===== config.mk =====
export PLATFORM = sky130hd
export DESIGN_NAME = mcr_mode_ctrl
export DESIGN_NICKNAME = d
export VERILOG_FILES = /design/src/design/mcr_pkg.sv /design/src/design/mcr_seq_if.sv /design/src/design/mcr_mode_ctrl.sv /design/src/design/mcr_mode_seq.sv
export SDC_FILE = /design/constraint.sdc
export NUM_CORES = 1
export LEC_CHECK = 0
export BUFFER_PORTS_ARGS = -buffer_cell sky130_fd_sc_hd__buf_2
export CORE_UTILIZATION = 50
export CTS_BUF_LIST = sky130_fd_sc_hd__clkbuf_4 sky130_fd_sc_hd__clkbuf_8 sky130_fd_sc_hd__clkbuf_16
export CTS_CLUSTER_SIZE = 40
export DETAILED_ROUTE_END_ITERATION = 10
export PLACE_DENSITY = 0.72
export SLEW_MARGIN = 20
export SYNTH_ARGS = -nofsm -noshare
export SYNTH_HDL_FRONTEND = slang
export SYNTH_SLANG_ARGS = --single-unit
export TNS_END_PERCENT = 100

===== constraint.sdc =====
create_clock -name aclk -period 4.4 [get_ports aclk]
set_clock_uncertainty 0.05 [all_clocks]
set_input_delay 0.88 -clock aclk [delete_from_list [all_inputs] [get_ports aclk]]
set_output_delay 0.88 -clock aclk [all_outputs]
set_load 0.05 [all_outputs]

===== src/design/mcr_pkg.sv =====
package mcr_pkg;

    // ----------------
    // mode codes
    // ----------------
    localparam logic [3:0] MODE_RESET    = 4'h0;
    localparam logic [3:0] MODE_TEST     = 4'h1;
    localparam logic [3:0] MODE_SAFE     = 4'h2;
    localparam logic [3:0] MODE_DEFAULT_RUN_STATE     = 4'h3;
    localparam logic [3:0] MODE_RUN_STATE_ZERO     = 4'h4;
    localparam logic [3:0] MODE_RUN_STATE_THREE     = 4'h7;
    localparam logic [3:0] MODE_HALT     = 4'h8;
    localparam logic [3:0] MODE_STOP     = 4'ha;
    localparam logic [3:0] MODE_STANDBY  = 4'hd;

    // ----------------
    // mode control register layout
    // ----------------
    localparam logic [15:0] KEY_VALUE     = 16'h5af0;
    localparam logic [15:0] KEY_INVERTED  = 16'ha50f;
    localparam int          MODE_LSB      = 28;
    localparam int          KEY_LSB       = 0;

    // ----------------
    // register offsets
    // ----------------
    localparam logic [7:0] OFS_MODE_CTRL = 8'h00;
    localparam logic [7:0] OFS_STATUS    = 8'h04;
    localparam logic [7:0] OFS_CFG_BASE  = 8'h40;
    localparam logic [7:0] OFS_CFG_LAST  = 8'h7c;

    // ----------------
    // per-mode configuration fields
    // ----------------
    localparam int          NUM_SRC      = 3;
    localparam int          NUM_PERIPH   = 8;
    localparam int          NUM_PAD      = 16;
    localparam int          CFG_W        = 20;
    localparam int          CFG_SRC_LSB  = 0;
    localparam int          CFG_SYS_LSB  = 4;
    localparam int          CFG_GATE_LSB = 8;
    localparam int          CFG_DIV_LSB  = 16;
    localparam logic [CFG_W-1:0] CFG_RESET = 20'h0ff01;
    localparam logic [3:0]  SYSCLK_OFF   = 4'hf;

    // ----------------
    // status register fields
    // ----------------
    localparam int ST_BUSY_BIT  = 0;
    localparam int ST_LOCK_BIT  = 1;
    localparam int ST_MODE_LSB  = 4;
    localparam int ST_SYS_LSB   = 8;
    localparam int ST_SRC_LSB   = 12;

    // ----------------
    // pads
    // ----------------
    localparam int PAD_PB8 = 8;
    localparam int PAD_PB9 = 9;

    localparam logic [1:0] RESP_OKAY   = 2'b00;
    localparam logic [1:0] RESP_SLVERR = 2'b10;

    function automatic logic mode_reserved(input logic [3:0] m);
        return (m == 4'h9) || (m == 4'hb) || (m == 4'hc) || (m == 4'he) || (m == 4'hf);
    endfunction

    function automatic logic mode_is_run(input logic [3:0] m);
        return (m >= MODE_RUN_STATE_ZERO) && (m <= MODE_RUN_STATE_THREE);
    endfunction

    typedef enum logic [3:0] {
        SEQ_IDLE = 4'b0001,
        SEQ_SRC  = 4'b0010,
        SEQ_SEL  = 4'b0100,
        SEQ_PERI = 4'b1000
    } mcr_seq_e;

endpackage


===== src/design/mcr_seq_if.sv =====
`timescale 1ns/1ps
interface mcr_seq_if;
    import mcr_pkg::*;
    logic                  start;
    logic [CFG_W-1:0]      cfg;
    logic                  busy;
    logic                  done;
    logic [NUM_SRC-1:0]    src_on;
    logic [3:0]            sysclk_sel;
    logic [NUM_PERIPH-1:0] periph_en;

    modport ctrl (output start, output cfg, input busy, input done,
                  input src_on, input sysclk_sel, input periph_en);
    modport seq  (input start, input cfg, output busy, output done,
                  output src_on, output sysclk_sel, output periph_en);
endinterface


===== src/design/mcr_mode_ctrl.sv =====
// Implementation choices: register access over AXI4-Lite and the register addresses.
`timescale 1ns/1ps
module mcr_mode_ctrl
    import mcr_pkg::*;
(
    // clock and reset
    input  wire logic                  aclk,
    input  wire logic                  aresetn,
    // axi4-lite write
    input  wire logic [7:0]            s_axi_awaddr,
    input  wire logic                  s_axi_awvalid,
    output logic                       s_axi_awready,
    input  wire logic [31:0]           s_axi_wdata,
    input  wire logic [3:0]            s_axi_wstrb,
    input  wire logic                  s_axi_wvalid,
    output logic                       s_axi_wready,
    output logic [1:0]                 s_axi_bresp,
    output logic                       s_axi_bvalid,
    input  wire logic                  s_axi_bready,
    // axi4-lite read
    input  wire logic [7:0]            s_axi_araddr,
    input  wire logic                  s_axi_arvalid,
    output logic                       s_axi_arready,
    output logic [31:0]                s_axi_rdata,
    output logic [1:0]                 s_axi_rresp,
    output logic                       s_axi_rvalid,
    input  wire logic                  s_axi_rready,
    // hardware events
    input  wire logic                  hw_safe_req,
    input  wire logic                  hw_exit_event,
    input  wire logic                  wakeup_pending,
    input  wire logic                  periph_irq_pending,
    // pad configuration
    input  wire logic [NUM_PAD-1:0]    pad_wake_line,
    input  wire logic [NUM_PAD-1:0]    pad_wake_pull_en,
    input  wire logic [NUM_PAD-1:0]    pad_unused,
    input  wire logic                  pb89_unpowered_in_standby,
    // mode and clock outputs
    output logic [3:0]                 cur_mode,
    output logic                       transition_in_progress,
    output logic [NUM_SRC-1:0]         clk_src_on,
    output logic [3:0]                 sysclk_sel,
    output logic [NUM_PERIPH-1:0]      periph_clk_en,
    output logic                       main_regulator_on,
    // pad outputs
    output logic [NUM_PAD-1:0]         pad_hiz,
    output logic [NUM_PAD-1:0]         pad_weak_pull_en,
    output logic [NUM_PAD-1:0]         pad_wake_en,
    output logic                       pad_output_power_down,
    output logic                       tdo_input_mode,
    output logic                       tdo_pull_up_en
);

    mcr_seq_if sq ();

    mcr_mode_seq u_seq (
        .aclk    (aclk),
        .aresetn (aresetn),
        .sq      (sq.seq)
    );

    // ----------------
    // axi4-lite slave
    // ----------------
    logic              aw_hold_r, aw_hold_nxt;
    logic [7:0]        aw_addr_r, aw_addr_nxt;
    logic              w_hold_r, w_hold_nxt;
    logic [31:0]       w_data_r, w_data_nxt;
    logic [3:0]        w_strb_r, w_strb_nxt;
    logic              bvalid_r, bvalid_nxt;
    logic [1:0]        bresp_r, bresp_nxt;
    logic              rvalid_r, rvalid_nxt;
    logic [1:0]        rresp_r, rresp_nxt;
    logic [31:0]       rdata_r, rdata_nxt;
    logic              wr_go;
    logic [7:0]        wr_addr;
    logic [31:0]       wr_data;
    logic              wr_full;
    logic              wr_hit;
    logic              rd_hit;
    logic [31:0]       rd_val;

    // per-mode configuration memory; reserved codes hold nothing
    logic [CFG_W-1:0]  cfg_r [16];
    logic [CFG_W-1:0]  cfg_nxt [16];

    // mode request state
    logic [3:0]        cur_mode_r, cur_mode_nxt;
    logic [3:0]        tgt_mode_r, tgt_mode_nxt;
    logic [3:0]        pend_mode_r, pend_mode_nxt;
    logic [3:0]        ret_mode_r, ret_mode_nxt;
    logic              armed_r, armed_nxt;
    logic [3:0]        arm_mode_r, arm_mode_nxt;
    logic              start_r, start_nxt;
    logic              test_lock;
    logic              can_launch;

    assign s_axi_awready = !aw_hold_r && !bvalid_r;
    assign s_axi_wready  = !w_hold_r && !bvalid_r;
    assign s_axi_arready = !rvalid_r;
    assign s_axi_bvalid  = bvalid_r;
    assign s_axi_bresp   = bresp_r;
    assign s_axi_rvalid  = rvalid_r;
    assign s_axi_rresp   = rresp_r;
    assign s_axi_rdata   = rdata_r;

    assign wr_addr = aw_hold_r ? aw_addr_r : s_axi_awaddr;
    assign wr_data = w_hold_r ? w_data_r : s_axi_wdata;
    assign wr_full = (w_hold_r ? w_strb_r : s_axi_wstrb) == 4'hf;
    assign wr_go   = (aw_hold_r || (s_axi_awvalid && s_axi_awready))
                  && (w_hold_r || (s_axi_wvalid && s_axi_wready));
    assign wr_hit  = (wr_addr == OFS_MODE_CTRL) || (wr_addr == OFS_STATUS)
                  || ((wr_addr >= OFS_CFG_BASE) && (wr_addr <= OFS_CFG_LAST) && (wr_addr[1:0] == 2'b00));

    always_comb begin
        rd_hit = 1'b1;
        rd_val = '0;
        if (s_axi_araddr == OFS_MODE_CTRL) begin
            rd_val[MODE_LSB +: 4] = tgt_mode_r;
            rd_val[KEY_LSB +: 16] = KEY_INVERTED;
        end else if (s_axi_araddr == OFS_STATUS) begin
            rd_val[ST_BUSY_BIT]          = transition_in_progress;
            rd_val[ST_LOCK_BIT]          = test_lock;
            rd_val[ST_MODE_LSB +: 4]     = cur_mode_r;
            rd_val[ST_SYS_LSB +: 4]      = sq.sysclk_sel;
            rd_val[ST_SRC_LSB +: NUM_SRC] = sq.src_on;
        end else if ((s_axi_araddr >= OFS_CFG_BASE) && (s_axi_araddr <= OFS_CFG_LAST)
                     && (s_axi_araddr[1:0] == 2'b00)) begin
            rd_val[CFG_W-1:0] = cfg_r[s_axi_araddr[5:2]];
        end else begin
            rd_hit = 1'b0;
        end
    end

    always_comb begin
        aw_hold_nxt = aw_hold_r;
        aw_addr_nxt = aw_addr_r;
        w_hold_nxt  = w_hold_r;
        w_data_nxt  = w_data_r;
        w_strb_nxt  = w_strb_r;
        bvalid_nxt  = bvalid_r && !s_axi_bready;
        bresp_nxt   = bresp_r;
        rvalid_nxt  = rvalid_r && !s_axi_rready;
        rresp_nxt   = rresp_r;
        rdata_nxt   = rdata_r;
        if (s_axi_awvalid && s_axi_awready) begin
            aw_hold_nxt = 1'b1;
            aw_addr_nxt = s_axi_awaddr;
        end
        if (s_axi_wvalid && s_axi_wready) begin
            w_hold_nxt = 1'b1;
            w_data_nxt = s_axi_wdata;
            w_strb_nxt = s_axi_wstrb;
        end
        if (wr_go) begin
            aw_hold_nxt = 1'b0;
            w_hold_nxt  = 1'b0;
            bvalid_nxt  = 1'b1;
            bresp_nxt   = wr_hit ? RESP_OKAY : RESP_SLVERR;
        end
        if (s_axi_arvalid && s_axi_arready) begin
            rvalid_nxt = 1'b1;
            rresp_nxt  = rd_hit ? RESP_OKAY : RESP_SLVERR;
            rdata_nxt  = rd_val;
        end
    end

    always_ff @(posedge aclk) begin
        if (!aresetn) begin
            aw_hold_r <= 1'b0;
            aw_addr_r <= 8'h00;
            w_hold_r  <= 1'b0;
            w_data_r  <= 32'h0000_0000;
            w_strb_r  <= 4'h0;
            bvalid_r  <= 1'b0;
            bresp_r   <= RESP_OKAY;
            rvalid_r  <= 1'b0;
            rresp_r   <= RESP_OKAY;
            rdata_r   <= 32'h0000_0000;
        end else begin
            aw_hold_r <= aw_hold_nxt;
            aw_addr_r <= aw_addr_nxt;
            w_hold_r  <= w_hold_nxt;
            w_data_r  <= w_data_nxt;
            w_strb_r  <= w_strb_nxt;
            bvalid_r  <= bvalid_nxt;
            bresp_r   <= bresp_nxt;
            rvalid_r  <= rvalid_nxt;
            rresp_r   <= rresp_nxt;
            rdata_r   <= rdata_nxt;
        end
    end

    // ----------------
    // keyed mode requests and hardware overrides
    // ----------------
    // test mode with the system clock stopped cannot run the sequencer
    assign test_lock  = (cur_mode_r == MODE_TEST) && (sq.sysclk_sel == SYSCLK_OFF);
    // done cycle still shows the old mode, so a launch there would repeat
    assign can_launch = !start_r && !sq.busy && !sq.done && !test_lock;

    always_comb begin
        logic [3:0] wm;
        logic [15:0] wk;
        logic       lp_ok;
        wm = wr_data[MODE_LSB +: 4];
        wk = wr_data[KEY_LSB +: 16];
        lp_ok = 1'b1;
        cur_mode_nxt  = sq.done ? pend_mode_r : cur_mode_r;
        tgt_mode_nxt  = tgt_mode_r;
        pend_mode_nxt = pend_mode_r;
        ret_mode_nxt  = ret_mode_r;
        armed_nxt     = armed_r;
        arm_mode_nxt  = arm_mode_r;
        start_nxt     = 1'b0;
        for (int m = 0; m < 16; m++) begin
            cfg_nxt[m] = cfg_r[m];
        end
        if (wr_go && wr_full && (wr_addr >= OFS_CFG_BASE) && (wr_addr <= OFS_CFG_LAST)
            && !mode_reserved(wr_addr[5:2])) begin
            cfg_nxt[wr_addr[5:2]] = wr_data[CFG_W-1:0];
        end
        if (wr_go && wr_full && (wr_addr == OFS_MODE_CTRL)) begin
            if (wk == KEY_VALUE) begin
                armed_nxt    = !mode_reserved(wm);
                arm_mode_nxt = wm;
            end else if (wk == KEY_INVERTED) begin
                armed_nxt = 1'b0;
                if ((wm == MODE_HALT) || (wm == MODE_STOP)) begin
                    lp_ok = mode_is_run(cur_mode_r);
                end else if (wm == MODE_STANDBY) begin
                    lp_ok = mode_is_run(cur_mode_r) || (cur_mode_r == MODE_DEFAULT_RUN_STATE);
                end
                if ((wm == MODE_HALT) || (wm == MODE_STOP) || (wm == MODE_STANDBY)) begin
                    lp_ok = lp_ok && !wakeup_pending && !periph_irq_pending;
                end
                if (armed_r && (arm_mode_r == wm) && lp_ok && can_launch) begin
                    tgt_mode_nxt  = wm;
                    pend_mode_nxt = wm;
                    start_nxt     = 1'b1;
                    if (mode_is_run(cur_mode_r)) begin
                        ret_mode_nxt = cur_mode_r;
                    end
                end
            end
            // any other key: no state touched
        end else if (wr_go) begin
            armed_nxt = 1'b0;
        end
        // hardware events take priority over a software pair in the same cycle
        if (hw_exit_event && can_launch
            && ((cur_mode_r == MODE_HALT) || (cur_mode_r == MODE_STOP))) begin
            tgt_mode_nxt  = ret_mode_r;
            pend_mode_nxt = ret_mode_r;
            start_nxt     = 1'b1;
        end
        if (hw_safe_req && can_launch && (cur_mode_r != MODE_SAFE)) begin
            tgt_mode_nxt  = MODE_SAFE;
            pend_mode_nxt = MODE_SAFE;
            start_nxt     = 1'b1;
            armed_nxt     = 1'b0;
        end
    end

    always_ff @(posedge aclk) begin
        if (!aresetn) begin
            cur_mode_r  <= MODE_DEFAULT_RUN_STATE;
            tgt_mode_r  <= MODE_DEFAULT_RUN_STATE;
            pend_mode_r <= MODE_DEFAULT_RUN_STATE;
            ret_mode_r  <= MODE_RUN_STATE_ZERO;
            armed_r     <= 1'b0;
            arm_mode_r  <= MODE_RESET;
            start_r     <= 1'b0;
            for (int m = 0; m < 16; m++) begin
                cfg_r[m] <= mode_reserved(4'(m)) ? '0 : CFG_RESET;
            end
        end else begin
            cur_mode_r  <= cur_mode_nxt;
            tgt_mode_r  <= tgt_mode_nxt;
            pend_mode_r <= pend_mode_nxt;
            ret_mode_r  <= ret_mode_nxt;
            armed_r     <= armed_nxt;
            arm_mode_r  <= arm_mode_nxt;
            start_r     <= start_nxt;
            for (int m = 0; m < 16; m++) begin
                cfg_r[m] <= cfg_nxt[m];
            end
        end
    end

    assign sq.start = start_r;
    assign sq.cfg   = cfg_r[pend_mode_r];

    assign cur_mode               = cur_mode_r;
    assign transition_in_progress = start_r || sq.busy || sq.done;
    assign clk_src_on             = sq.src_on;
    assign sysclk_sel             = sq.sysclk_sel;
    assign periph_clk_en          = sq.periph_en;

    // ----------------
    // pad control in standby; output power-down also in safe
    // ----------------
    logic                  sby;
    logic [NUM_PAD-1:0]    hiz_r, hiz_nxt;
    logic [NUM_PAD-1:0]    pull_r, pull_nxt;
    logic [NUM_PAD-1:0]    wake_r, wake_nxt;
    logic                  pdo_r, pdo_nxt;
    logic                  reg_r, reg_nxt;

    assign sby = (cur_mode_r == MODE_STANDBY);

    generate
        for (genvar p = 0; p < NUM_PAD; p++) begin : g_pad
            always_comb begin
                // these two pads lose supply when the main regulator stops
                wake_nxt[p] = pad_wake_line[p] && !(pb89_unpowered_in_standby
                              && ((p == PAD_PB8) || (p == PAD_PB9)));
                hiz_nxt[p]  = sby && !(wake_nxt[p] && pad_wake_pull_en[p]);
                pull_nxt[p] = sby && pad_unused[p];
            end
        end
    endgenerate

    always_comb begin
        pdo_nxt = sby || (cur_mode_r == MODE_SAFE);
        reg_nxt = !sby;
    end

    always_ff @(posedge aclk) begin
        if (!aresetn) begin
            hiz_r  <= '0;
            pull_r <= '0;
            wake_r <= '0;
            pdo_r  <= 1'b0;
            reg_r  <= 1'b1;
        end else begin
            hiz_r  <= hiz_nxt;
            pull_r <= pull_nxt;
            wake_r <= wake_nxt;
            pdo_r  <= pdo_nxt;
            reg_r  <= reg_nxt;
        end
    end

    assign pad_hiz               = hiz_r;
    assign pad_weak_pull_en      = pull_r;
    assign pad_wake_en           = wake_r;
    assign pad_output_power_down = pdo_r;
    assign main_regulator_on     = reg_r;
    assign tdo_input_mode        = !reg_r;
    assign tdo_pull_up_en        = 1'b0;

endmodule


===== src/design/mcr_mode_seq.sv =====
`timescale 1ns/1ps
module mcr_mode_seq
    import mcr_pkg::*;
(
    // clock and reset
    input wire logic aclk,
    input wire logic aresetn,
    // control side
    mcr_seq_if.seq   sq
);

    mcr_seq_e              st_r, st_nxt;
    logic [CFG_W-1:0]      cfg_r, cfg_nxt;
    logic [NUM_SRC-1:0]    src_r, src_nxt;
    logic [3:0]            sys_r, sys_nxt;
    logic [NUM_PERIPH-1:0] gate_r, gate_nxt;
    logic [3:0]            div_r, div_nxt;
    logic [3:0]            cnt_r, cnt_nxt;
    logic                  done_r, done_nxt;
    logic [NUM_PERIPH-1:0] pen_r, pen_nxt;
    logic                  tick;

    // ----------------
    // transition steps
    // ----------------
    always_comb begin
        st_nxt   = st_r;
        cfg_nxt  = cfg_r;
        src_nxt  = src_r;
        sys_nxt  = sys_r;
        gate_nxt = gate_r;
        div_nxt  = div_r;
        done_nxt = 1'b0;
        case (st_r)
            SEQ_IDLE: begin
                if (sq.start) begin
                    cfg_nxt = sq.cfg;
                    st_nxt  = SEQ_SRC;
                end
            end
            SEQ_SRC: begin
                src_nxt = cfg_r[CFG_SRC_LSB +: NUM_SRC];
                st_nxt  = SEQ_SEL;
            end
            SEQ_SEL: begin
                // source must be on before it is selected
                sys_nxt = cfg_r[CFG_SYS_LSB +: 4];
                st_nxt  = SEQ_PERI;
            end
            SEQ_PERI: begin
                gate_nxt = cfg_r[CFG_GATE_LSB +: NUM_PERIPH];
                div_nxt  = cfg_r[CFG_DIV_LSB +: 4];
                done_nxt = 1'b1;
                st_nxt   = SEQ_IDLE;
            end
            default: st_nxt = SEQ_IDLE;
        endcase
    end

    // ----------------
    // peripheral clock divider, divide by ratio + 1
    // ----------------
    assign tick = (cnt_r >= div_r);

    always_comb begin
        cnt_nxt = tick ? 4'h0 : cnt_r + 4'h1;
    end

    generate
        for (genvar i = 0; i < NUM_PERIPH; i++) begin : g_pen
            always_comb begin
                pen_nxt[i] = gate_r[i] & tick;
            end
        end
    endgenerate

    always_ff @(posedge aclk) begin
        if (!aresetn) begin
            st_r   <= SEQ_IDLE;
            cfg_r  <= CFG_RESET;
            src_r  <= CFG_RESET[CFG_SRC_LSB +: NUM_SRC];
            sys_r  <= CFG_RESET[CFG_SYS_LSB +: 4];
            gate_r <= CFG_RESET[CFG_GATE_LSB +: NUM_PERIPH];
            div_r  <= CFG_RESET[CFG_DIV_LSB +: 4];
            cnt_r  <= 4'h0;
            done_r <= 1'b0;
            pen_r  <= '0;
        end else begin
            st_r   <= st_nxt;
            cfg_r  <= cfg_nxt;
            src_r  <= src_nxt;
            sys_r  <= sys_nxt;
            gate_r <= gate_nxt;
            div_r  <= div_nxt;
            cnt_r  <= cnt_nxt;
            done_r <= done_nxt;
            pen_r  <= pen_nxt;
        end
    end

    assign sq.busy       = (st_r != SEQ_IDLE);
    assign sq.done       = done_r;
    assign sq.src_on     = src_r;
    assign sq.sysclk_sel = sys_r;
    assign sq.periph_en  = pen_r;

endmodule


======== Yosys cells after proc, flatten, opt, wreduce, memory -nomap -nowiden ========
Memories as Yosys holds them, arrays and structs flattened. A register that Yosys moved wholly into a read port is not among the register bits.
Index checks and enable logic that the tools add are counted.
W data, S select, Z words.
storage, ports and cells
  register bits ........................... 180
  bits of input ports ..................... 112
  word-level logic and storage cells ...... 327
  memories kept ........................... 1
  memory bits (writable) .................. 320
  output and inout bits ................... 113
memories
  name   depth  bits a word  rd ports  clocked after Yosys merged registers in  write ports  RTL line             source
  cfg_r  16     20           18        1                                        16           mcr_mode_ctrl.sv:84  logic [CFG_W-1:0] cfg_r [16];
operators by class
  mux-type cells .......................... 68
  add/subtract/negate cells ............... 1
  equal/unequal tests ..................... 36
  bitwise gates (word level) .............. 27
  magnitude comparators ................... 9
  reduce and logical (&&, ||, !) cells .... 155
operators with widths
  cell                    number
  $mux W20                18
  $bwmux W320             1
  $mux W320               1
  $logic_and A1 B1 Y1     82
  $demux W20 S4           1
  $eq A4 B4 Y1 const B    19
  $mux W4                 9
  $logic_not A1 Y1        34
  $mux W32                1
  $mux W1                 28
  $logic_or A1 B1 Y1      19
  $eq A16 B15 Y1 const B  1
  $eq A16 B16 Y1 const B  1
  $eq A8 B3 Y1 const B    2
  $ge A8 B7 Y1 const B    2
  $le A8 B7 Y1 const B    2
  $logic_not A8 Y1        2
  $mux W16                1
  $or A1 B1 Y1            16
  $eq A4 B2 Y1 const B    3
  $pmux W4 S3             1
  $mux W11                1
  $reduce_bool A3 Y1      3
  $and A1 B1 Y1           8
  other kinds (25)        40

======== Depth between registers and ports, before layout ========
Gate-level depths: netlist of run 1.
  depth in word-level cells ............... 22
  mapped depth ............................ 9
  gate-level depth less buffers ........... 8

======== Modules after synthesis ========
From an unflattened synthesis of run 1, not the netlist that was laid out.
second synthesis, totals
  cell total of the unflattened synthesis .. 2,072
  area total of the unflattened synthesis .. 22,306.4 µm²
modules (own cells, without submodules)
  module         cells each  instances  area each (µm²)  seq. area each (µm²)
  mcr_mode_ctrl  1,845       1          20,208.1         9,088.7
  mcr_mode_seq   227         1          2,098.3          1,101.1

======== Worst setup path before layout of run 1 ========
Ideal clock, no wire load.
  path type ............................... input-to-reg
  start ................................... input port s_axi_araddr[2]
  end ..................................... register rdata_r[0], in the netlist s_axi_rdata[0]
  arrival time ............................ 3,246 ps
  slack ................................... 981 ps
  cell stages on the path ................. 7
  setup time .............................. 123 ps
  data required time ...................... 4,227 ps
  path buffers ............................ 3
  path through ............................ buf_2 buf_2 buf_1 mux4_2 mux4_2 a221oi_1 nor2_1
between the ends
  word-level cells in the longest chain between the ends .. 6
  elaborated cells on any way between the ends .. 10
  those cells by class .................... order compare: 2; eq/ne: 1; mux: 3; reduce/logical: 3; memory: 1
RTL lines
  what                                          RTL line              source
  from (decl)                                   mcr_mode_ctrl.sv:21   input wire logic [7:0] s_axi_araddr,
  $ge A8 B7 Y1 or $le A8 B7 Y1 (tied branches)  mcr_mode_ctrl.sv:127  end else if ((s_axi_araddr >= OFS_CFG_BASE) && (s_axi_araddr <= OFS_CFG_LAST)
  $logic_and A1 B1 Y1                           mcr_mode_ctrl.sv:127
  $logic_and A1 B1 Y1                           mcr_mode_ctrl.sv:128  && (s_axi_araddr[1:0] == 2'b00)) begin
  $mux W20                                      mcr_mode_ctrl.sv:127
  $mux W2                                       mcr_mode_ctrl.sv:121  end else if (s_axi_araddr == OFS_STATUS) begin
  $mux W16 (*)                                  mcr_mode_ctrl.sv:118  if (s_axi_araddr == OFS_MODE_CTRL) begin
  to (signal assigned)                          mcr_mode_ctrl.sv:190  rdata_r <= rdata_nxt;
  to (decl)                                     mcr_mode_ctrl.sv:74   logic [31:0] rdata_r, rdata_nxt;
Every way passes the cells marked *; elsewhere a longest branch is shown, timed or not.
A chain may end at the register's enable or synchronous reset.

======== Final worst setup path of run 1 ========
  start ................................... register w_hold_r
  end ..................................... register ret_mode_r[3]
between the ends
  word-level cells in the longest chain between the ends .. 16
  elaborated cells on any way between the ends .. 34
  those cells by class .................... eq/ne: 7; mux: 11; bitwise: 1; reduce/logical: 15
RTL lines
  what                                           RTL line                                                          source
  from (decl)                                    mcr_mode_ctrl.sv:67                                               logic w_hold_r, w_hold_nxt;
  from (signal assigned)                         mcr_mode_ctrl.sv:183                                              w_hold_r <= w_hold_nxt;
  $mux W32                                       mcr_mode_ctrl.sv:108                                              assign wr_data = w_hold_r ? w_data_r : s_axi_wdata;
  $eq A4 B4 Y1, on equally long branches         mcr_mode_ctrl.sv:231, mcr_mode_ctrl.sv:234, mcr_mode_ctrl.sv:229
  $mux W1 or $logic_or A1 B1 Y1 (tied branches)  mcr_mode_ctrl.sv:231, mcr_mode_ctrl.sv:229, mcr_mode_ctrl.sv:234
  $mux W1                                        mcr_mode_ctrl.sv:229                                              if ((wm == MODE_HALT) || (wm == MODE_STOP)) begin
  $mux W1                                        mcr_mode_ctrl.sv:227                                              end else if (wk == KEY_INVERTED) begin
  $mux W1                                        mcr_mode_ctrl.sv:224                                              if (wk == KEY_VALUE) begin
  $mux W1                                        mcr_mode_ctrl.sv:223                                              if (wr_go && wr_full && (wr_addr == OFS_MODE_CTRL)) begin
  $logic_and A1 B1 Y1 (2 in a row)               mcr_mode_ctrl.sv:235                                              lp_ok = lp_ok && !wakeup_pending && !periph_irq_pending;
  $mux W1                                        mcr_mode_ctrl.sv:234                                              if ((wm == MODE_HALT) || (wm == MODE_STOP) || (wm == MODE_STANDBY)) begin
  $mux W1                                        mcr_mode_ctrl.sv:227
  $mux W1                                        mcr_mode_ctrl.sv:224
  $mux W1                                        mcr_mode_ctrl.sv:223
  $logic_and A1 B1 Y1 (2 in a row)               mcr_mode_ctrl.sv:237                                              if (armed_r && (arm_mode_r == wm) && lp_ok && can_launch) begin
  $reduce_and A5 Y1 (no source line) (*)         --
  to (signal assigned)                           mcr_mode_ctrl.sv:281                                              ret_mode_r <= ret_mode_nxt;
  to (decl)                                      mcr_mode_ctrl.sv:91                                               logic [3:0] ret_mode_r, ret_mode_nxt;
Every way passes the cells marked *; elsewhere a longest branch is shown, timed or not. The select of a mux whose other input is x is not followed.

==> results of run 1 <==
==> state kept, by name, indices dropped and copies added (netlist names), 8 cells and up <==
signal,count
u_seq.gate_r,8
cfg_r,320
aw_addr_r,8
pad_weak_pull_en,16
u_seq.cfg_r,19
w_data_r,24
pad_hiz,16
s_axi_rdata,24
pad_wake_en,16
u_seq.sq.periph_en,8
==> metrics by stage <==
stage	instance area, sq um	hold slack, ns
2_1_floorplan	22600	0.365
3_3_place_gp	24100	0.389
3_5_place_dp	24100	0.394
4_1_cts	25900	0.355
5_1_grt	26000	0.372
6_report	26000	0.382
==> cells in the final DEF, fill, tap and decap left out, types with 13 or more instances in the layout <==
cell	count
nor3b_1	46
and3_1	23
clkbuf_8	14
a31o_2	28
buf_2	203
mux2i_1	74
nor2b_1	57
nor3_1	13
o211ai_1	42
clkbuf_16	54
nor2_1	134
a21oi_1	63
clkinv_2	13
mux4_2	195
and2_1	129
dfxtp_1	505
inv_1	57
nand3_1	52
buf_4	35
mux2_2	13
a21boi_0	46
a31oi_1	52
nand2_1	237
o21ai_0	45
==> cell families (layout without fill, tap and decap cells) <==
kind of cell / Yosys count / after routing / synth area share
AO/OA/AOI/OAI: 325 / 325 / 0.0978
XOR/XNOR: 7 / 7 / 0.00271
adder cells (fa/ha/maj): 5 / 5 / 0.00277
buffers and inverters: 245 / 404 / 0.0434
flip-flops: 509 / 509 / 0.451
multiplexers: 283 / 283 / 0.234
other: 1 / 11 / 0.000166
AND/OR/NAND/NOR: 744 / 744 / 0.168
==> worst min path at each step <==
stage,startpoint,end,slack [ns]
floorplan,ret_mode_r[2],ret_mode_r[2],0.36
global placement,cfg_r[15][3],cfg_r[15][3],0.39
detailed placement,ret_mode_r[2],ret_mode_r[2],0.39
CTS,pad_wake_pull_en[13],pad_hiz[13],0.35
global route,pad_wake_pull_en[2],pad_hiz[2],0.37
finish,pad_wake_pull_en[5],pad_hiz[5],0.38
==> area by class of cell <==
class | instances | area, sq um
clock buffer | 78 | 1620
sequential | 509 | 10200
multi-input combinational | 1375 | 11500
tap | 592 | 741
clock inverter | 21 | 240
fill | 3626 | 18500
timing repair buffer | 247 | 1450
inverter | 58 | 218
==> critical path: stages (launching register included) <==
cell and delay (ns):
dfxtp_2 0.68, mux2_2 0.53, or4_4 0.54, a2111oi_4 0.42
nand4_4 0.25, or4_1 0.56, and3_1 0.22
==> layer usage <==
metal	vias to the layer above	wire, microns	global-route usage
met3	147	4650	0.0457
met1	8310	24400	0.335
met5	-	13	0
met2	747	28100	0.420
li1	7891	-	-
met4	2	2000	0.106
==> report_power, final <==
group	total [mW]	switching (mW)	internal (mW)	leakage, nW
Sequential	4.74	0.0707	4.67	4.12
Combinational	0.847	0.547	0.300	5.46
Clock	4.71	1.92	2.80	0.942
Total	10.3	2.53	7.76	10.5
==> out/metrics.yaml, run 1 <==
outcome:
  status: "finished clean"
timing:
  rsz0062_at_grt: "no"
  setup_slack_ns: 1.03
  worst_pin_slew_ns: 1.09
  fin_crit_ns: 3.37
  maxSlewHeadroom: 0.274
  setup_viol: 0
  final-hold-violation-count: 0
  fin_crit_sh: 0.766
  maxSlewViolCount: 0
  fin_tns_setup_ns: 0
  max_freq_mhz: 297
setup_path:
  path_max_fanout: 20
  crit_type: "flop to flop"
  critical_path_arrival_ns: 3.82
  cp-startpoint: "w_hold_r"
  rrSetupSlack_ns: 1.03
  endpoint_kind: "flop"
  r2r_start: "w_hold_r"
  cp.required_ns: 4.85
  critPathLaunchType: "flop"
  r2r-end: "ret_mode_r[3]"
  rr_worst_depth: 6
  cp-endpoint: "ret_mode_r[3]"
hold_path:
  hold_path_class: "primary input to flop"
  min_path_cells: 2
power_and_ir_drop:
  vdd_drop_max_v: 0.000279
  p_leak_nw: 10.5
  power_mw: 10.3
  power_density_nw_per_um2: 397
yosys:
  yosysSeqAreaShare: 0.451
  yosysMostFrequentCell: "dfxtp_1"
  netlist_top_cells_count: "dfxtp_1 (509), nand2_1 (237), mux4_2 (195)"
  async_flop_share: 0
  netlist_instances: 2119
  netlist_area_sq_um: 22600
  synth_largest_area_cell: "dfxtp_1"
  postSynthAreaPerCell_sq_um: 10.7
  yosys_warnings: 0
  synth_top_area_share: 0.451
  synth_edf_count: 0
  synth.distinct_cells: 66
  ys_ff_latch: 509
  synthFlopType: "dfxtp_1"
  synth.area.top_cells: "dfxtp_1 (45%), mux4_2 (19%), nand2_1 (3.9%)"
floorplanning:
  initial_core_util: 0.509
  die_area_sq_um: 46000
  core_area_sq_um: 44400
  num_rows: 77
  pin_count: 225
  die_y_microns: 215
  die_w_microns: 215
finish:
  fin_util: 0.584
  antenna_cells: 0
  final_nets: 2361
  final_cells: 2880
  drive_above_1_share: 0.262
  areaGrowthSynthToFinish_pct: 14.9
clock_network:
  path_clk_slew_ns: 0.06
  cts_root_buf: "clkbuf_16"
  cts_tree: "built"
  insertion_delay_ns: 0.62
  clock_path_buffers: 3
  post_cts_resize_count: 0
  numCtsBuffers: 53
  post_cts_buffers: 0
  cts_sinks: 509
  cts_htree_levels: 2
  cts_hold_buf: 0
global_route:
  grt_antenna_before_repair: 1
  grt_pass1_vias: 16800
  grt_overflow: 0
  grt_max_degree: 84
  gr-usage-all-layers: 0.256
  grt_pass1_wl_microns: 93700
flow_run:
  cap_violations: 0
placement:
  pre_cts_ws_ns: 0.904
  dp_cells: 2781
  gp_congestion: 0.861
  hpwlAfterDp_microns: 37200
  port_buffers: 205
detailed_routing:
  drc_errors: 0
  first_pass_iters: 6
  routedWlPerCell_microns: 20.5
  via_count: 17100
  via_per_inst: 5.94
  drtIter0Drc: 1693
  antenna_left: 0
  totalWireLength_microns: 59200
Note: power is estimated with default switching activity, not from simulation.
==> run 2: changes to the inputs <==
==> constraint.sdc (replaced) <==
create_clock -name aclk -period 3.3 [get_ports aclk]
set_clock_uncertainty 0.05 [all_clocks]
set_input_delay 0.66 -clock aclk [delete_from_list [all_inputs] [get_ports aclk]]
set_output_delay 0.66 -clock aclk [all_outputs]
set_load 0.05 [all_outputs]
==> run 2 against run 1 <==
Combinational power up 42%. Critical path type unchanged. Sequential power is 32% higher. Worst hold slack worse by 0.21 ns. Fmax up 13%. Clock power grew 24%. First-iteration DRC count up 8.2%. Sequential cell count unchanged. Sequential share of layout area down 0.33 points. Non-clock buffer count up 25. Design area increased by 0.84%. Routed wire length shrank 0.33%. Power up 30%.
==> out/metrics.yaml, run 2 (synthesis results as in run 1) <==
outcome:
  status: "finished clean"  # unchanged
finish:
  final_common_cell: "dfxtp_1"  # unchanged
  final_cell_mix: "dfxtp_1 (505), nand2_1 (236), buf_2 (203)"  # was dfxtp_1 (505), nand2_1 (237), buf_2 (203)
  regMostFlops: "cfg_r"  # unchanged
  register_area_sq_um: 10200  # unchanged
  largest_register_ffs: 320  # unchanged
  multi_input_area_sq_um: 11500  # about the same
  areaGrowthSynthToFinish_pct: 15.9  # was 14.9%
  final_nets: 2383  # was 2361
  n_fill_cell: 3620  # was 3626
  drive_above_1_share: 0.268  # was 0.262
global_route:
  grt_pass1_wl_microns: 94200  # was 93700 microns
  gr-usage-all-layers: 0.258  # was 0.256
  grt_overflow: 0  # unchanged
  grt_pass1_vias: 17000  # was 16800
  grt_max_degree: 99  # was 84
  grt_antenna_before_repair: 1  # unchanged
setup_path:
  crit_chain: "nor3b_1, o22ai_1, nor4_1, nand2_1, or4_1, and3_1"  # was mux2_2, or4_4, a2111oi_4, nand4_4, or4_1, and3_1
  endpoint_kind: "flop"  # unchanged
  cp.required_ns: 3.74  # was 4.85 ns
  critPathLaunchType: "flop"  # unchanged
  r2r_start: "aw_hold_r"  # was w_hold_r
  cp-startpoint: "aw_hold_r"  # was w_hold_r
  crit_type: "flop to flop"  # unchanged
  cp_slowest_cell: "or4_1"  # was dfxtp_2
  critPathMaxStageDelay_ns: 0.66  # was 0.68 ns
  critical_path_arrival_ns: 3.42  # was 3.82 ns
  rr_worst_depth: 6  # unchanged
  path_max_fanout: 16  # was 20
floorplanning:
  pin_count: 225  # unchanged
  num_rows: 77  # unchanged
  initial_core_util: 0.509  # unchanged
  die_area_sq_um: 46000  # unchanged
  die_w_microns: 215  # unchanged
  die_y_microns: 215  # unchanged
  core_area_sq_um: 44400  # unchanged
placement:
  gp_congestion: 0.856  # was 0.861
  hpwlAfterDp_microns: 38100  # was 37200 microns
  pre_cts_ws_ns: 0.106  # was 0.904 ns
  port_buffers: 205  # unchanged
timing:
  fin_crit_sh: 0.903  # was 0.766
  maxSlewViolCount: 0  # unchanged
  max_freq_mhz: 335  # was 297 MHz
  fin_tns_setup_ns: 0  # unchanged
  rsz0062_at_grt: "no"  # unchanged
  setup_viol: 0  # unchanged
  final-hold-violation-count: 0  # unchanged
  fin_crit_ns: 2.98  # was 3.37 ns
  setup_slack_ns: 0.319  # was 1.03 ns
  worst_pin_slew_ns: 1.07  # was 1.09 ns
  maxSlewHeadroom: 0.276  # was 0.274
clock_network:
  insertion_delay_ns: 0.61  # was 0.62 ns
  post_cts_resize_count: 0  # unchanged
  clock_path_buffers: 3  # unchanged
  cts_htree_levels: 2  # unchanged
  cts_hold_buf: 0  # unchanged
  cts_sinks: 509  # unchanged
  post_cts_buffers: 0  # unchanged
  cts_tree: "built"  # unchanged
  numCtsBuffers: 50  # was 53
  cts_root_buf: "clkbuf_16"  # unchanged
  path_clk_slew_ns: 0.07  # was 0.06 ns
detailed_routing:
  routedWlPerCell_microns: 20.3  # was 20.5 microns
  first_pass_iters: 7  # was 6
  drtIter0Drc: 1832  # was 1693
  via_count: 17200  # was 17100
  via_per_inst: 5.94  # about the same
  totalWireLength_microns: 59000  # was 59200 microns
  antenna_left: 0  # unchanged
  drc_errors: 0  # unchanged
power_and_ir_drop:
  vdd_drop_max_v: 0.000389  # was 0.000279 V
  p_leak_nw: 10.6  # was 10.5 nW
  power_density_nw_per_um2: 510  # was 397 nW/um^2
hold_path:
  hold_path_class: "primary input to flop"  # unchanged
  min_path_cells: 2  # unchanged
  worstHoldStart: "pad_wake_pull_en[11]"  # was pad_wake_pull_en[5]
flow_run:
  cap_violations: 0  # unchanged
-- run 2: cell count changes in the layout (fill, tap and decap cells not counted), sizes merged --
| cell | change |
|---|---|
| bufinv | -1 |
| buf | +25 |
| clkinvlp | +3 |
| diode | +1 |
| inv | -1 |
| clkbuf | -5 |
| clkinv | -3 |
-- run 2: worst paths after layout --
path | to | slack, ns
max | ret_mode_r[3] | 0.32
min reg2reg | cfg_r[10][3] | 0.41
max reg2reg | ret_mode_r[3] | 0.32
min | pad_hiz[11] | 0.18
-- run 2: area by class of cell --
| class | count | area share |
|---|---|---|
| inverter | 58 | 0.00832 |
| antenna | 1 | 0.0000956 |
| clock inverter | 19 | 0.00793 |
| clock buffer | 73 | 0.0575 |
| tap | 592 | 0.0283 |
| sequential | 509 | 0.390 |
| timing repair buffer | 272 | 0.0694 |
| multi-input combinational | 1375 | 0.439 |
-- run 2: routing by layer --
| layer | vias to the layer above | track usage | wire [microns] |
|---|---|---|---|
| met5 | - | 0 | 0 |
| met4 | 0 | 0.103 | 1890 |
| met3 | 111 | 0.0357 | 4030 |
| met2 | 676 | 0.428 | 28300 |
| met1 | 8498 | 0.341 | 24800 |
| li1 | 7943 | - | - |
-- run 2: critical path, delay by kind of cell (launching register included) --
kind,cells,cell delay (ns)
simple gates,5,2.02
compound gates,1,0.16
flops,1,0.63
-- run 2: metrics by stage --
| stage | hold WS, ns | total power [mW] | instances | area, sq um | util |
|---|---|---|---|---|---|
| floorplan | 0.365 | 7.23 | 2129 | 22600 | - |
| global placement | 0.383 | 7.59 | 2806 | 24500 | 0.551 |
| detailed placement | 0.390 | 7.61 | 2806 | 24500 | 0.551 |
| CTS | 0.148 | 13.4 | 2898 | 26200 | 0.589 |
| global route | 0.163 | 13.8 | 2899 | 26200 | 0.589 |
| finish | 0.175 | 13.3 | 2899 | 26200 | 0.589 |
-- run 2: where the power goes --
part / leakage [nW] / switching (mW) / internal (mW) / total, mW
Combinational: 5.66 / 0.777 / 0.423 / 1.20
Clock: 0.852 / 2.45 / 3.41 / 5.86
Sequential: 4.12 / 0.0569 / 6.22 / 6.28
==> run 3: changes to the inputs <==
--- a/config.mk
+++ b/config.mk
@@ -5,6 +5,8 @@
 export SDC_FILE = /design/constraint.sdc
 export NUM_CORES = 1
 export LEC_CHECK = 0
+export ABC_AREA = 1
+export ABC_CLOCK_PERIOD_IN_PS = 3300
 export BUFFER_PORTS_ARGS = -buffer_cell sky130_fd_sc_hd__buf_2
 export CORE_UTILIZATION = 50
 export CTS_BUF_LIST = sky130_fd_sc_hd__clkbuf_4 sky130_fd_sc_hd__clkbuf_8 sky130_fd_sc_hd__clkbuf_16
==> run 3 against run 2 <==
Synthesized cell count up 53%. Via count up 33%. Fmax up 2.7%. Sequential power up 0.8%.
==> out/metrics.yaml, run 3 <==
floorplanning:
  num_rows: 77  # unchanged
  pin_count: 225  # unchanged
  die_area_sq_um: 46500  # was 46000 sq um
  core_area_sq_um: 44600  # was 44400 sq um
  die_y_microns: 216  # was 215 microns
  initial_core_util: 0.512  # was 0.509
  die_w_microns: 216  # was 215 microns
yosys:
  muxShareOfSynthArea: 0  # was 0.234
  synth.area.top_cells: "dfxtp_1 (45%), a21oi_1 (9.9%), nand2_1 (8.1%)"  # was dfxtp_1 (45%), mux4_2 (19%), nand2_1 (3.9%)
  synth_compound_area_frac: 0.258  # was 0.0978
  synth-simple-area-share: 0.176  # was 0.168
  synth-xor-area-share: 0.000767  # was 0.00271
  yosys_warnings: 0  # unchanged
  synth_top_area_share: 0.446  # was 0.451
  synthFlopType: "dfxtp_1"  # unchanged
  async_flop_share: 0  # unchanged
  synth_edf_count: 0  # unchanged
  synth_largest_area_cell: "dfxtp_1"  # unchanged
  postSynthAreaPerCell_sq_um: 7.03  # was 10.7 sq um
  netlist_area_sq_um: 22800  # was 22600 sq um
  netlist_instances: 3249  # was 2119
  netlist_top_cells_count: "dfxtp_1 (509), nand2_1 (492), a21oi_1 (453)"  # was dfxtp_1 (509), nand2_1 (237), mux4_2 (195)
  yosysSeqAreaShare: 0.446  # was 0.451
  synth_top_family_by_area: "compound AO/OA/AOI/OAI gates"  # was multiplexers
  synthAdderAreaFrac: 0.00274  # was 0.00277
  ys_ff_latch: 509  # unchanged
  yosysMostFrequentCell: "dfxtp_1"  # unchanged
  synth.distinct_cells: 41  # was 66
finish:
  final_nets: 3439  # was 2383
  regMostFlops: "cfg_r"  # unchanged
  register_area_sq_um: 10200  # about the same
  areaGrowthSynthToFinish_pct: 14.2  # was 15.9%
  n_fill_cell: 4057  # was 3620
  multi_input_area_sq_um: 10100  # was 11500 sq um
  drive_above_1_share: 0.120  # was 0.268
  final_cell_mix: "dfxtp_1 (507), nand2_1 (491), a21oi_1 (453)"  # was dfxtp_1 (505), nand2_1 (236), buf_2 (203)
  final_common_cell: "dfxtp_1"  # unchanged
  largest_register_ffs: 320  # unchanged
setup_path:
  crit_type: "flop to flop"  # unchanged
  r2r_start: "w_hold_r"  # was aw_hold_r
  critical_path_arrival_ns: 3.33  # was 3.42 ns
  rr_worst_depth: 8  # was 6
  cp.required_ns: 3.73  # was 3.74 ns
  critPathLaunchType: "flop"  # unchanged
  cp-startpoint: "w_hold_r"  # was aw_hold_r
  endpoint_kind: "flop"  # unchanged
  path_max_fanout: 40  # was 16
clock_network:
  cts_root_buf: "clkbuf_16"  # unchanged
  cts_htree_levels: 2  # unchanged
  cts_tree: "built"  # unchanged
  post_cts_resize_count: 0  # unchanged
  insertion_delay_ns: 0.61  # about the same
  cts_hold_buf: 0  # unchanged
  numCtsBuffers: 53  # was 50
  cts_sinks: 509  # unchanged
  path_clk_slew_ns: 0.06  # was 0.07 ns
  post_cts_buffers: 0  # unchanged
  clock_path_buffers: 3  # unchanged
timing:
  maxSlewHeadroom: 0.419  # was 0.276
  final-hold-violation-count: 0  # unchanged
  fin_crit_ns: 2.90  # was 2.98 ns
  maxSlewViolCount: 0  # unchanged
  worst_pin_slew_ns: 0.871  # was 1.07 ns
  setup_viol: 0  # unchanged
  rsz0062_at_grt: "no"  # unchanged
  fin_crit_sh: 0.880  # was 0.903
  fin_tns_setup_ns: 0  # unchanged
  max_freq_mhz: 344  # was 335 MHz
hold_path:
  min_path_cells: 2  # unchanged
  hold_path_class: "primary input to flop"  # unchanged
  worstHoldStart: "pad_wake_pull_en[15]"  # was pad_wake_pull_en[11]
placement:
  port_buffers: 205  # unchanged
  gp_congestion: 0.896  # was 0.856
  hpwlAfterDp_microns: 46500  # was 38100 microns
detailed_routing:
  via_count: 22900  # was 17200
  first_pass_iters: 6  # was 7
  dr.max_layer_used: "met4"  # unchanged
  via_per_inst: 5.80  # was 5.94
  wl_met3_microns: 7480  # was 4030 microns
  drc_errors: 0  # unchanged
  routedWlPerCell_microns: 18.9  # was 20.3 microns
  totalWireLength_microns: 74800  # was 59000 microns
  met2WireLength_microns: 34000  # was 28300 microns
  antenna_left: 0  # unchanged
  drtIter0Drc: 2671  # was 1832
  m1WireLength_microns: 29200  # was 24800 microns
global_route:
  grt_pass1_vias: 21700  # was 17000
  grt_antenna_before_repair: 0  # was 1
  grt_overflow: 0  # unchanged
  grt_max_degree: 165  # was 99
  gr-usage-all-layers: 0.314  # was 0.258
  grt_pass1_wl_microns: 117000  # was 94200 microns
power_and_ir_drop:
  power_mw: 14.3  # was 13.3 mW
  p_leak_nw: 11.6  # was 10.6 nW
  power_density_nw_per_um2: 549  # was 510 nW/um^2
  vdd_drop_max_v: 0.000411  # was 0.000389 V
flow_run:
  cap_violations: 0  # unchanged
outcome:
  status: "finished clean"  # unchanged
-- run 3: changes by cell type after synthesis, moves of 48 or more --
cell / before / now
inv_1: 58 / 383
o21ai_1: 2 / 162
mux4_2: 195 / 0
a31oi_1: 52 / 4
nor2_1: 134 / 231
nand2_1: 237 / 492
nand3_1: 52 / 215
a21oi_1: 63 / 453
mux2i_1: 74 / 0
o21ai_0: 45 / 317
and2_1: 130 / 0
nor2b_1: 57 / 0
-- run 3: logic make-up after synthesis --
group | Yosys count
other | 1
buffers and inverters | 666
flip-flops | 509
AO/OA/AOI/OAI | 1091
adder cells (fa/ha/maj) | 5
XOR/XNOR | 2
AND/OR/NAND/NOR | 975
-- run 3: final timing paths --
kind / to / slack [ns]
worst max-delay path: cfg_r[2][10] / 0.40
worst min-delay path: pad_hiz[15] / 0.17
worst max register to register: cfg_r[2][10] / 0.40
worst min register to register: cfg_r[9][3] / 0.38
-- run 3: report_power, final --
group | switching, mW | leakage (nW) | internal [mW] | total, mW
Combinational | 1.21 | 6.54 | 0.436 | 1.65
Sequential | 0.0670 | 4.13 | 6.26 | 6.33
Clock | 2.51 | 0.927 | 3.84 | 6.35
-- run 3: per-stage QoR --
step / worst slack [ns] / hold WS, ns / cell area (sq um) / util / cells
global route: 0.189 / 0.165 / 26100 / 0.585 / 3954
CTS: 0.439 / 0.150 / 26100 / 0.585 / 3954
global placement: 0.520 / 0.365 / 24200 / 0.543 / 3859
floorplan: 0.813 / 0.357 / 22900 / - / 3259
finish: 0.397 / 0.171 / 26100 / 0.585 / 3955
detailed placement: 0.452 / 0.368 / 24200 / 0.543 / 3859
-- run 3: critical path, cell delays in order, from the launching register on --
cell and delay, ns:
dfxtp_1 0.61, inv_2 0.27, a21oi_2 0.38, nand2_1 0.14
nor3_2 0.50, nand3_1 0.15, buf_4 0.35, a21oi_1 0.22
o21ai_1 0.09
-- run 3: area by class of cell --
class                      count  area share
sequential                   509       0.391
multi-input combinational   2084       0.386
timing repair buffer         279      0.0659
clock buffer                  80      0.0617
inverter                     395      0.0570
tap                          592      0.0284
clock inverter                15      0.0101
antenna                        1   0.0000959
-- run 3: layer usage --
metal | GRT usage | vias up
met4 | 0.189 | 0
met2 | 0.509 | 1215
met5 | 0 | -
li1 | - | 10900
met3 | 0.0547 | 269
met1 | 0.389 | 10600
